## src/include/arseq_map.vh

```
// register offsets, field positions and timing constants of the reclose sequencer
`ifndef ARSEQ_MAP_VH
`define ARSEQ_MAP_VH
// word indices (byte address = 4 * index)
`define ARSEQ_IDX_CTRL 5'h00
`define ARSEQ_IDX_RECLAIM 5'h01
`define ARSEQ_IDX_TICKDIV 5'h02
`define ARSEQ_IDX_STATUS 5'h03
`define ARSEQ_IDX_START0 5'h04
`define ARSEQ_IDX_DEAD0 5'h08
`define ARSEQ_IDX_DISCR0 5'h0d
`define ARSEQ_IDX_SRECL0 5'h12
`define ARSEQ_IDX_SHOTEN0 5'h17
`define ARSEQ_IDX_LAST 5'h1b
// control fields
`define ARSEQ_CTRL_ENABLE 0
`define ARSEQ_CTRL_SHOT_RECL 1
`define ARSEQ_CTRL_AUTO_BRK 2
`define ARSEQ_CTRL_OBJ1_LSB 4
`define ARSEQ_CTRL_OBJ2_LSB 8
// reset values
`define ARSEQ_RST_CTRL 16'h0010
`define ARSEQ_RST_TICKDIV 16'h9c3f
`define ARSEQ_RST_SETTING 16'h000a
// timing
`define ARSEQ_CLK_KHZ 40000
`define ARSEQ_FT_HOLD_MS 500
`define ARSEQ_NSHOT 5
`define ARSEQ_NO_SHOT 3'h7
`endif

```

## src/logic/arseq_core.v

```verilog
// breaker auto-reclose sequencer with apb settings and status
//
// Notes on behaviour
// five shots, each with own timings; any of four lines may trigger.
// of several active lines only the highest priority is followed.
// enabled but no shot for the line gives final trip.
// per-line start delays; only the top-priority line's delay is acted on, expiries of lower lines are not.
// a higher-priority line replaces the running start delay.
// after start delay open breaker if closed, then dead time.
// dead time expiry commands close, starts discrimination time.
// critical in dead or discrimination time trips and locks; manual close unlocks.
// critical is ignored while no sequence runs.
// reclaim follows discrimination; a request there advances the shot.
// reclaim expiry without request returns to ready at shot one.
// option picks per-shot or common reclaim time.
// manual close enters reclaim; requests ignored until it ends.
// manual open stops a sequence, breaker left open.
// breaker failure or foreign operation aborts the sequence.
// second breaker when selected or last closed; switch when open.
// blocked shots skipped; no shot left gives final trip.
// later first shot uses previous shot discrimination as start delay.
// shot active flag set at start delay end, moved or cleared.
// running flag from breaker open until close command.
// per-line and critical final-trip flags self-clear after 0.5 s.
// close withheld while close blocking is active.
// all timers count a common tick and clear on reset; the final-trip hold counts clock cycles.
// protection and breaker inputs registered once before use.
//
// Implementation choices: the APB interface to the registers and the register addresses.
`timescale 1ns/1ps
`default_nettype none
`include "arseq_map.vh"
module arseq_core #(
    parameter [24:0] FT_HOLD_CYC = `ARSEQ_FT_HOLD_MS * `ARSEQ_CLK_KHZ
) (
    input wire clk_in,
    input wire arst_n_in,
    input wire psel_in,
    input wire penable_in,
    input wire pwrite_in,
    input wire [31:0] paddr_in,
    input wire [31:0] pwdata_in,
    output wire pready_out,
    output reg [31:0] prdata_out,
    output reg pslverr_out,
    input wire reclose_request_one_in,
    input wire reclose_request_two_in,
    input wire reclose_request_three_in,
    input wire reclose_request_four_in,
    input wire critical_request_in,
    input wire breaker_one_closed_in,
    input wire breaker_two_closed_in,
    input wire manual_open_in,
    input wire manual_close_in,
    input wire breaker_fail_in,
    input wire foreign_operation_in,
    input wire second_breaker_select_input_in,
    input wire [4:0] shot_block_in,
    input wire close_block_in,
    output reg open_cmd_out,
    output reg close_cmd_out,
    output reg second_breaker_out,
    output reg [4:0] shot_active_out,
    output reg running_out,
    output reg [4:0] final_trip_out,
    output reg locked_out
);
    //------------------------------------------------------------
    // states
    //------------------------------------------------------------
    localparam [7:0] ST_IDLE = 8'h01;
    localparam [7:0] ST_START = 8'h02;
    localparam [7:0] ST_OPEN = 8'h04;
    localparam [7:0] ST_DEAD = 8'h08;
    localparam [7:0] ST_CLOSE = 8'h10;
    localparam [7:0] ST_DISCR = 8'h20;
    localparam [7:0] ST_RECL = 8'h40;
    localparam [7:0] ST_LOCK = 8'h80;

    // first shot at or after 'from' whose bit is set; none gives the no-shot code
    function [2:0] next_shot;
        input [4:0] en;
        input [2:0] from;
        integer i;
        begin
            next_shot = `ARSEQ_NO_SHOT;
            for (i = 4; i >= 0; i = i - 1) begin
                if (en[i] && (i >= from)) begin
                    next_shot = i[2:0];
                end
            end
        end
    endfunction

    //------------------------------------------------------------
    // input sampling
    //------------------------------------------------------------
    reg [3:0] req_q;
    reg crit_q, b1c_q, b2c_q, mopen_q, mclose_q, fail_q, foreign_q, sel_in_q, cblk_q;
    reg [4:0] sblk_q;
    // one register stage keeps every decision on a stable copy
    always @(posedge clk_in or negedge arst_n_in) begin
        if (!arst_n_in) begin
            req_q <= 4'h0;
            crit_q <= 1'b0;
            b1c_q <= 1'b0;
            b2c_q <= 1'b0;
            mopen_q <= 1'b0;
            mclose_q <= 1'b0;
            fail_q <= 1'b0;
            foreign_q <= 1'b0;
            sel_in_q <= 1'b0;
            cblk_q <= 1'b0;
            sblk_q <= 5'h00;
        end else begin
            req_q <= {reclose_request_four_in, reclose_request_three_in,
                      reclose_request_two_in, reclose_request_one_in};
            crit_q <= critical_request_in;
            b1c_q <= breaker_one_closed_in;
            b2c_q <= breaker_two_closed_in;
            mopen_q <= manual_open_in;
            mclose_q <= manual_close_in;
            fail_q <= breaker_fail_in;
            foreign_q <= foreign_operation_in;
            sel_in_q <= second_breaker_select_input_in;
            cblk_q <= close_block_in;
            sblk_q <= shot_block_in;
        end
    end

    //------------------------------------------------------------
    // apb register file
    //------------------------------------------------------------
    reg [15:0] cfg [0:27];
    wire [4:0] idx = paddr_in[6:2];
    wire mapped = (paddr_in[31:7] == 25'h0) && (idx <= `ARSEQ_IDX_LAST);
    wire [31:0] status_w;
    integer k;
    assign pready_out = 1'b1;
    // zero wait states: read data is captured in the setup cycle
    always @(posedge clk_in or negedge arst_n_in) begin
        if (!arst_n_in) begin
            for (k = 0; k < 28; k = k + 1) begin
                cfg[k] <= `ARSEQ_RST_SETTING;
            end
            cfg[`ARSEQ_IDX_CTRL] <= `ARSEQ_RST_CTRL;
            cfg[`ARSEQ_IDX_TICKDIV] <= `ARSEQ_RST_TICKDIV;
            prdata_out <= 32'h0;
            pslverr_out <= 1'b0;
        end else begin
            if (psel_in && !penable_in) begin
                pslverr_out <= !mapped;
                if (!mapped) begin
                    prdata_out <= 32'h0;
                end else if (idx == `ARSEQ_IDX_STATUS) begin
                    prdata_out <= status_w;
                end else begin
                    prdata_out <= {16'h0, cfg[idx]};
                end
            end
            if (psel_in && penable_in && pwrite_in && mapped && (idx != `ARSEQ_IDX_STATUS)) begin
                cfg[idx] <= pwdata_in[15:0];
            end
        end
    end

    wire ar_enable = cfg[`ARSEQ_IDX_CTRL][`ARSEQ_CTRL_ENABLE];
    wire shot_recl = cfg[`ARSEQ_IDX_CTRL][`ARSEQ_CTRL_SHOT_RECL];
    wire auto_brk = cfg[`ARSEQ_IDX_CTRL][`ARSEQ_CTRL_AUTO_BRK];

    //------------------------------------------------------------
    // common timebase tick
    //------------------------------------------------------------
    reg [15:0] div_q;
    wire tick = (div_q >= cfg[`ARSEQ_IDX_TICKDIV]);
    always @(posedge clk_in or negedge arst_n_in) begin
        if (!arst_n_in) begin
            div_q <= 16'h0;
        end else begin
            div_q <= tick ? 16'h0 : div_q + 16'h1;
        end
    end

    //------------------------------------------------------------
    // breaker choice
    //------------------------------------------------------------
    wire cur_closed = second_breaker_out ? b2c_q : b1c_q;
    reg want_second;
    always @* begin
        if (auto_brk) begin
            want_second = (b2c_q && !b1c_q) ? 1'b1 : (b1c_q ? 1'b0 : second_breaker_out);
        end else begin
            want_second = sel_in_q;
        end
    end
    // a closed breaker keeps control; the object may change only while it is open
    always @(posedge clk_in or negedge arst_n_in) begin
        if (!arst_n_in) begin
            second_breaker_out <= 1'b0;
        end else if (!cur_closed) begin
            second_breaker_out <= want_second;
        end
    end

    //------------------------------------------------------------
    // per-line enables, first shots and start-delay counters
    //------------------------------------------------------------
    wire [4:0] line_en [0:3];
    wire [2:0] first [0:3];
    wire [15:0] sdelay [0:3];
    wire [3:0] sdone;
    reg [15:0] scnt_q [0:3];
    reg [7:0] state_q;
    genvar g;
    generate
        for (g = 0; g < 4; g = g + 1) begin : g_line
            assign line_en[g] = {cfg[`ARSEQ_IDX_SHOTEN0 + 4][g], cfg[`ARSEQ_IDX_SHOTEN0 + 3][g],
                                 cfg[`ARSEQ_IDX_SHOTEN0 + 2][g], cfg[`ARSEQ_IDX_SHOTEN0 + 1][g],
                                 cfg[`ARSEQ_IDX_SHOTEN0][g]} & ~sblk_q;
            assign first[g] = next_shot(line_en[g], 3'h0);
            // later first shot takes the previous shot's discrimination time
            assign sdelay[g] = (first[g] == 3'h0 || first[g] == `ARSEQ_NO_SHOT) ?
                               cfg[`ARSEQ_IDX_START0 + g] :
                               cfg[`ARSEQ_IDX_DISCR0 + first[g] - 3'h1];
            assign sdone[g] = req_q[g] && (scnt_q[g] >= sdelay[g]);
            always @(posedge clk_in or negedge arst_n_in) begin
                if (!arst_n_in) begin
                    scnt_q[g] <= 16'h0;
                end else if (!req_q[g] || !(state_q == ST_START)) begin
                    scnt_q[g] <= 16'h0;
                end else if (tick && !sdone[g]) begin
                    scnt_q[g] <= scnt_q[g] + 16'h1;
                end
            end
        end
    endgenerate

    // highest-priority active line governs; lower lines wait behind it
    reg [1:0] top_line;
    always @* begin
        top_line = 2'd3;
        if (req_q[2]) top_line = 2'd2;
        if (req_q[1]) top_line = 2'd1;
        if (req_q[0]) top_line = 2'd0;
    end

    //------------------------------------------------------------
    // sequencer
    //------------------------------------------------------------
    reg [2:0] shot_q;
    reg [1:0] line_q;
    reg manual_q;
    reg [15:0] tmr_q;
    reg [24:0] ft_cnt_q;
    wire [4:0] cur_en = line_en[line_q];
    wire [2:0] adv = (shot_q == 3'h4) ? `ARSEQ_NO_SHOT : next_shot(cur_en, shot_q + 3'h1);
    wire [15:0] recl_lim = (manual_q || !shot_recl) ? cfg[`ARSEQ_IDX_RECLAIM] :
                           cfg[`ARSEQ_IDX_SRECL0 + shot_q];
    wire [15:0] dead_lim = cfg[`ARSEQ_IDX_DEAD0 + shot_q];
    wire [15:0] discr_lim = cfg[`ARSEQ_IDX_DISCR0 + shot_q];
    wire running_seq = !(state_q == ST_IDLE) && !(state_q == ST_LOCK) && !manual_q;
    wire tmr_run = tick && (state_q == ST_DEAD || state_q == ST_DISCR || state_q == ST_RECL);

    assign status_w = {8'h0, final_trip_out, shot_active_out, running_out, locked_out,
                       second_breaker_out, shot_q, state_q};

    // main sequence; aborts take priority over the shot flow
    always @(posedge clk_in or negedge arst_n_in) begin
        if (!arst_n_in) begin
            state_q <= ST_IDLE;
            shot_q <= 3'h0;
            line_q <= 2'd0;
            manual_q <= 1'b0;
            tmr_q <= 16'h0;
            open_cmd_out <= 1'b0;
            close_cmd_out <= 1'b0;
            shot_active_out <= 5'h00;
            running_out <= 1'b0;
            locked_out <= 1'b0;
            final_trip_out <= 5'h00;
            ft_cnt_q <= 25'h0;
        end else begin
            if (tmr_run) begin
                tmr_q <= tmr_q + 16'h1;
            end
            // final-trip flags hold for a fixed time, then clear together
            if (final_trip_out != 5'h00) begin
                if (ft_cnt_q >= FT_HOLD_CYC - 25'h1) begin
                    final_trip_out <= 5'h00;
                    ft_cnt_q <= 25'h0;
                end else begin
                    ft_cnt_q <= ft_cnt_q + 25'h1;
                end
            end
            if (running_seq && (mopen_q || fail_q || foreign_q)) begin
                state_q <= ST_IDLE;
                open_cmd_out <= 1'b0;
                close_cmd_out <= 1'b0;
                running_out <= 1'b0;
                shot_active_out <= 5'h00;
            end else if (running_seq && crit_q && (state_q == ST_DEAD || state_q == ST_CLOSE ||
                         state_q == ST_DISCR)) begin
                state_q <= ST_LOCK;
                locked_out <= 1'b1;
                open_cmd_out <= cur_closed;
                close_cmd_out <= 1'b0;
                running_out <= 1'b0;
                shot_active_out <= 5'h00;
                final_trip_out <= 5'h10;
                ft_cnt_q <= 25'h0;
            end else begin
                case (state_q)
                    ST_IDLE: begin
                        if (mclose_q) begin
                            state_q <= ST_RECL;
                            manual_q <= 1'b1;
                            tmr_q <= 16'h0;
                        end else if (ar_enable && (req_q != 4'h0)) begin
                            if (first[top_line] == `ARSEQ_NO_SHOT) begin
                                state_q <= ST_LOCK;
                                locked_out <= 1'b1;
                                open_cmd_out <= cur_closed;
                                final_trip_out <= 5'h01 << top_line;
                                ft_cnt_q <= 25'h0;
                            end else begin
                                state_q <= ST_START;
                            end
                        end
                    end
                    ST_START: begin
                        if (req_q == 4'h0) begin
                            state_q <= ST_IDLE;
                        end else if (sdone[top_line]) begin
                            line_q <= top_line;
                            shot_q <= first[top_line];
                            shot_active_out <= 5'h01 << first[top_line];
                            open_cmd_out <= cur_closed;
                            state_q <= ST_OPEN;
                        end
                    end
                    ST_OPEN: begin
                        if (!cur_closed) begin
                            open_cmd_out <= 1'b0;
                            running_out <= 1'b1;
                            tmr_q <= 16'h0;
                            state_q <= ST_DEAD;
                        end
                    end
                    ST_DEAD: begin
                        // the close is held back while close blocking stands
                        if (tmr_q >= dead_lim && !cblk_q) begin
                            close_cmd_out <= 1'b1;
                            running_out <= 1'b0;
                            state_q <= ST_CLOSE;
                        end
                    end
                    ST_CLOSE: begin
                        if (cur_closed) begin
                            close_cmd_out <= 1'b0;
                            tmr_q <= 16'h0;
                            state_q <= ST_DISCR;
                        end
                    end
                    ST_DISCR, ST_RECL: begin
                        if (!manual_q && (req_q != 4'h0)) begin
                            if (adv == `ARSEQ_NO_SHOT) begin
                                state_q <= ST_LOCK;
                                locked_out <= 1'b1;
                                open_cmd_out <= cur_closed;
                                shot_active_out <= 5'h00;
                                final_trip_out <= 5'h01 << line_q;
                                ft_cnt_q <= 25'h0;
                            end else begin
                                shot_q <= adv;
                                shot_active_out <= 5'h01 << adv;
                                open_cmd_out <= cur_closed;
                                state_q <= ST_OPEN;
                            end
                        end else if (state_q == ST_DISCR && tmr_q >= discr_lim) begin
                            tmr_q <= 16'h0;
                            state_q <= ST_RECL;
                        end else if (state_q == ST_RECL && tmr_q >= recl_lim) begin
                            state_q <= ST_IDLE;
                            manual_q <= 1'b0;
                            shot_q <= 3'h0;
                            shot_active_out <= 5'h00;
                        end
                    end
                    ST_LOCK: begin
                        if (!cur_closed) begin
                            open_cmd_out <= 1'b0;
                        end
                        if (mclose_q) begin
                            locked_out <= 1'b0;
                            open_cmd_out <= 1'b0;
                            manual_q <= 1'b1;
                            tmr_q <= 16'h0;
                            state_q <= ST_RECL;
                        end
                    end
                    default: begin
                        state_q <= ST_IDLE;
                    end
                endcase
            end
        end
    end
endmodule // arseq_core
`default_nettype wire

```

## config.mk

```make
export PLATFORM = sky130hd
export DESIGN_NAME = arseq_core
export DESIGN_NICKNAME = d
export VERILOG_FILES = /design/src/logic/arseq_core.v
export VERILOG_INCLUDE_DIRS = /design/src /design/src/include
export SDC_FILE = /design/constraint.sdc
export NUM_CORES = 2
export LEC_CHECK = 0
export ABC_CLOCK_PERIOD_IN_PS = 11500
export BUFFER_PORTS_ARGS = -buffer_cell sky130_fd_sc_hd__buf_2
export CORE_MARGIN = 5
export CORE_UTILIZATION = 50
export CTS_CLUSTER_SIZE = 40
export DETAILED_ROUTE_END_ITERATION = 6
export PLACE_DENSITY = 0.66
export SLEW_MARGIN = 25
export SYNTH_ARGS = -nofsm -noshare
export SYNTH_HDL_FRONTEND = slang
export SYNTH_SLANG_ARGS = --single-unit
```

## constraint.sdc

```tcl
create_clock -name clk_in -period 11.5 [get_ports clk_in]
set_input_delay 1.725 -clock clk_in [delete_from_list [all_inputs] [get_ports clk_in]]
set_output_delay 1.725 -clock clk_in [all_outputs]
set_load 0.02 [all_outputs]
```

Yosys cells after proc, flatten, opt, wreduce, memory -nomap -nowiden. Cells that the tools add are included.

Bits in read-only memories: 0. Flip-flop bits (word level): 649. Output and inout bits: 49. Bits in latches: 0. RAM bits: 0. Memories kept: 0. Input bits: 87.

Multiply operators: 0. Shift operators: 4. Div/mod/pow operators: 0. Bitwise logic cells: 19. Reduce and logical (&&, ||, !) cells: 95. $lt $le $gt $ge: 27. Eq/ne operators: 48. Mux-type cells: 179. Add/subtract/negate cells: 19.

Operator list (number): 16-bit binary-select mux with 5-bit select (8); 16-bit 2-to-1 mux (39); 448-bit bitwise mux (1); 25-bit 2-to-1 mux (9); 16-bit greater-or-equal comparator (8); 8-bit 2-to-1 mux (15); 16-bit by 1-bit adder with 16-bit output, second input constant (6); 5-bit 2-to-1 mux (19); 3-bit 2-to-1 mux (29); 16-bit demux with 5-bit select (1); 16-bit case mux with 4 select lines (1); 8-bit case mux with 7 select lines (1); 25-bit case mux with 2 select lines (1); 6-bit greater-or-equal comparator, second input constant (8); 5-bit inverter with 6-bit output (8); 1-bit 2-to-1 mux (35); 1-bit logical AND (32); 32-bit 2-to-1 mux (1); 4-bit by 3-bit adder with 5-bit output, first input constant (6); 25-bit by 1-bit adder with 25-bit output, second input constant (1); 25-bit greater-or-equal comparator, second input constant (1); 25-bit logical NOT (1); 24-bit 2-to-1 mux (1); 3-bit == test, second input constant (7); other kinds (61) (152).

Logic depth before layout (Yosys ltp).
Word-level depth: 23. Mapped depth: 25. Mapped depth without buffers: 17.

Worst setup path after synthesis. OpenSTA, ideal clock, no wires.

Path type: register to register. Start: register shot_q[0]. End: register tmr_q[10]. Library setup time: 0.121 ns. Clock period less this slack: 6.520 ns. Stages on the path, launching flop included: 25. Required time: 11.379 ns. Arrival: 6.399 ns. Path slack: 4.980 ns. Path through: dfrtp_1 > clkbuf_1 > buf_2 > buf_2 > clkbuf_1 > clkbuf_1 > buf_2 > inv_1 > ha_1 > clkbuf_1 > buf_1 > clkbuf_1 > buf_1 > mux4_2 > a221o_1 > o21ai_0 > ha_1 > nor3_1 > a211o_1 > o41ai_1 > a21o_1 > o21ai_0 > a21oi_2 > buf_2 > nor2_1.

Word-level cells in the longest chain between the ends: 12.

Ends and longest elaborated chain: start: declaration (RTL line arseq_core.v:250) `reg [2:0] shot_q;`; start signal: assignment (RTL line arseq_core.v:335) `shot_q <= first[top_line];`; start signal: assignment (RTL line arseq_core.v:374) `shot_q <= adv;`; 4-bit by 3-bit adder with 5-bit output (no line); 5-bit inverter with 6-bit output (RTL line arseq_core.v:260) `` wire [15:0] discr_lim = cfg[`ARSEQ_IDX_DISCR0 + shot_q]; ``; 16-bit binary-select mux with 5-bit select (RTL line arseq_core.v:260); 16-bit 2-to-1 mux (2 in a row) (RTL line arseq_core.v:260); 16-bit greater-or-equal comparator (RTL line arseq_core.v:379) `end else if (state_q == ST_DISCR && tmr_q >= discr_lim) begin`; 1-bit logical AND (RTL line arseq_core.v:379); 16-bit 2-to-1 mux (RTL line arseq_core.v:379); 16-bit 2-to-1 mux (RTL line arseq_core.v:365) `if (!manual_q && (req_q != 4'h0)) begin`; 16-bit case mux with 4 select lines (RTL line arseq_core.v:312) `case (state_q)`; 16-bit 2-to-1 mux (RTL line arseq_core.v:301) `end else if (running_seq && crit_q && (state_q == ST_DEAD || state_q == ST_CLOSE ||`; 16-bit 2-to-1 mux (RTL line arseq_core.v:295) `if (running_seq && (mopen_q || fail_q || foreign_q)) begin`; end signal: assignment (RTL line arseq_core.v:284) `tmr_q <= tmr_q + 16'h1;`; end: declaration (RTL line arseq_core.v:253) `reg [15:0] tmr_q;`.

No other way between the ends. The select of a mux whose other input is x is not followed. A chain may end at the register's enable or synchronous reset.

Final worst setup path.
Start: register shot_q[1]. End: register tmr_q[7].

Same word-level chain as after synthesis.

==> summary.txt <==
Clock network
  – CTS resizes: 0
  – # H-tree levels: 3
  – Hold buffer count at cts: 0
  – Maximum number of buffers from clock root to sink: 3
  – Setup Buffers After CTS: 0
  – CTS root buf: sky130_fd_sc_hd__clkbuf_16
  – Worst-Skew Late Latency: 0.65 ns
  – Clock buffers created by TritonCTS: 74
  – Clock tree sinks: 641
  – Register clock-pin slew on the reported worst setup and hold paths: 0.07 ns
  – TritonCTS clock tree: done

Worst setup path
  – Cells along the critical path: inv_1 > ha_4 > buf_4 > mux4_2 > mux4_2 > o21ai_0 > ha_1 > nor3_1 > a211o_1 > o41ai_1 > a21o_1 > o21ai_0 > a21oi_2 > nor2_1
  – CP Buf/Inv Count: 2
  – Reg-to-reg critical path startpoint: shot_q[1]
  – WP data arrival: 7.41 ns
  – CP Launch Type: register
  – Cell at the slowest stage of the critical path: sky130_fd_sc_hd__dfrtp_4
  – Delay contributed by the slowest stage of the critical path: 1.04 ns
  – Critical-path maximum fanout: 53
  – Register-to-Register Setup Slack: 4.58 ns
  – Capturing element type of the critical path: register
  – Critical path start-end classification: register to register
  – Worst reg2reg path endpoint: tmr_q[7]
  – Cell type group with the largest total delay on the critical path: compound AO/OA/AOI/OAI gates
  – Worst EP required: 11.99 ns
  – Worst-case reg-to-reg path depth: 14

Floorplanning
  – Num rows: 107
  – Area of the core region: 85300 um2
  – Initial Utilization: 50.4%
  – Total I/O pin count: 136
  – Chip Width: 303 um
  – Overall die area: 91900 um2
  – Die height: 303 um

Drt
  – First DRT Iteration DRCs: 3824
  – Wire length per cell after detailed routing: 29.4 um
  – Via count of the routed design: 33300
  – Residual DRC: 0
  – Via density per instance: 6.88
  – Total wire length: 142 mm
  – First drt pass iteration count: 7
  – Antenna violation net count after detailed routing: 0

Placed design
  – Input/output buffers: 108
  – Total half-perimeter wirelength after legalization and detailed placement: 101 mm
  – Final estimated routing congestion in global placement: 0.973

STA
  – Worst clock skew on the final layout: 0.0289 ns
  – Timing-limited maximum frequency: 0.145 GHz
  – Final critical-path required period: 6.92 ns
  – Share of the clock period used by the worst path: 60.2%
  – Final Setup Violations: 0
  – Tightest slew margin relative to the limit: 22.7%
  – Tightest Pin Transition: 1.16 ns
  – Count of final hold-check violations: 0
  – Setup Total Neg Slack: 0 ns
  – Slew Viols, Final: 0
  – RSZ-0062 raised after global routing: false
  – Worst-case hold slack: 0.365 ns

Synth
  – Flop and latch count out of synthesis: 641
  – Synth Cell Area: 42900 um2
  – Post-synthesis instance total: 3675
  – Number of unique standard cell types used by synthesis: 90
  – Proportion of synthesized chip area in sequential cells: 37.5%
  – Number of flops mapped to enable cells by yosys: 0
  – Most common flop cell mapped by yosys: sky130_fd_sc_hd__dfrtp_1
  – Avg Cell Area, Syn: 11.7 um2
  – Count of yosys warnings during synthesis: 0
  – Post-synth ARST share: 100%

GRT
  – Congestion Overflow GR: 0
  – Vias in the first global route: 32100
  – GR Util All Layers: 30.7%
  – Pin count of the biggest net entering global routing: 139
  – Number of antenna violations at the first check in global routing: 5
  – First-pass GRT wire length: 213 mm

Cells and area
  – Number of fillers in the final layout: 7301
  – Layout cell share with drive strength beyond 1: 34.9%
  – Most common library cell in the layout ignoring fill and taps: sky130_fd_sc_hd__dfrtp_1
  – Area growth from synthesis to layout: 9.35%
  – Final net count: 3864
  – Most frequent cells in the layout: sky130_fd_sc_hd__dfrtp_1, sky130_fd_sc_hd__mux2_2, sky130_fd_sc_hd__mux4_2, sky130_fd_sc_hd__nor2_1, sky130_fd_sc_hd__nand2_1

Power
  – Leak pwr: 20.1 nW
  – Largest voltage drop on the vdd net: 0.171 mV
  – Cell Pwr Density: 139 nW/um2

Worst hold path
  – End point of the most critical hold path: cfg[387]
  – Min-delay worst type: register to register
  – Number of cells on the worst hold path: 0
  – Worst hold start: cfg[387]

Outcome
  – Status: finished clean

Run
  – Max-Cap Viols: 0
[synthesized netlist by cell type (all sizes together) (9+ instances only)]
master | number | area [um2]
mux4 | 309 | 6960
o22ai | 48 | 300
mux2 | 563 | 6450
a221oi | 28 | 245
nor2 | 262 | 998
nand4 | 54 | 353
o41ai | 16 | 140
nand2b | 31 | 194
a31oi | 17 | 106
o21ai | 180 | 901
buf | 82 | 437
and3 | 28 | 175
nor2b | 25 | 156
mux2i | 83 | 831
dfstp | 64 | 1680
clkbuf | 218 | 818
nand3 | 62 | 310
xor2 | 51 | 447
nor4 | 28 | 190
a22o | 17 | 149
or3 | 11 | 68.8
a211oi | 16 | 125
o211ai | 13 | 97.6
a21oi | 121 | 609
a22oi | 39 | 293
a211o | 9 | 78.8
inv | 54 | 203
a21o | 16 | 120
o221ai | 47 | 412
a221o | 18 | 180
dfrtp | 577 | 14400
nor3 | 48 | 307
xnor2 | 57 | 499
and2 | 17 | 106
nand2 | 209 | 785
ha | 143 | 1790
o2bb2ai | 13 | 114
[metal layers]
| metal | track usage, % | up-vias | share of wire, % |
|---|---|---|---|
| li1 | - | 14000 | - |
| met1 | 42.2 | 17200 | 40 |
| met2 | 46.6 | 1739 | 45 |
| met3 | 6.78 | 381 | 9.5 |
| met4 | 14.9 | 2 | 6.1 |
| met5 | 0 | - | 0.0091 |
[cell type report]
class                   count  area, um2  area share, %
clock buffers             109       2240           4.77
flip-flops and latches    641      16100           34.3
clock inverters            27        282          0.599
multi-input cells        2687      25600           54.4
repair buffers            176       1110           2.37
inverters                  54        203          0.432
diodes                      3       7.51         0.0160
well taps                1144       1430           3.05
[per-stage QoR]
stage               std cells  power (mW)  setup slack (ns)  area, um2  utilization (%)
finish                   4841        6.51              4.58      47000             55.1
global route             4839        6.73              4.37      47000             55.1
CTS                      4837        6.52              4.77      46900             55.0
detailed placement       4701        4.05              4.83      44400             52.1
global placement         4699        4.04              4.91      44400             52.0
floorplan                3682        3.56              4.98      43000                -
[worst max-delay path by stage]
stage / start / end / cells after the start
6_report: shot_q[1] / tmr_q[7] / 14
5_1_grt: shot_q[1] / tmr_q[7] / 14
4_1_cts: shot_q[1] / tmr_q[7] / 14
3_5_place_dp: shot_q[1] / tmr_q[7] / 14
3_3_place_gp: shot_q[1] / tmr_q[10] / 14
2_1_floorplan: shot_q[0] / tmr_q[10] / 24
[registers in the layout, indices dropped and copies added (netlist names), 2 cells and up]
signal           count
req_q                4
tmr_q               16
ft_cnt_q            25
prdata_out          24
shot_active_out      5
cfg                446
final_trip_out       5
line_q               2
state_q              8
div_q               16
scnt_q              64
shot_q               3
sblk_q               5
[report_power, final]
group,internal [mW],switching (mW),total (mW),leakage [nW]
sequential,2.30,0.136,2.44,8.64
combinational,0.589,1.01,1.60,10.3
clock,1.46,1.01,2.47,1.24
total,4.35,2.16,6.51,20.1
[kinds of logic (layout without fill, tap and decap cells)]
family          count (synthesis)  after routing  synth area share (%)
mux                           955            955                  33.2
xor+xnor                      108            108                  2.20
buf+inv                       354            366                  3.39
fa+ha+maj                     143            143                  4.17
other cells                     2             12                0.0175
compound gates                654            654                  10.2
simple gates                  818            818                  9.31
flops                         641            641                  37.5
(Power assumes the default switching activity.)
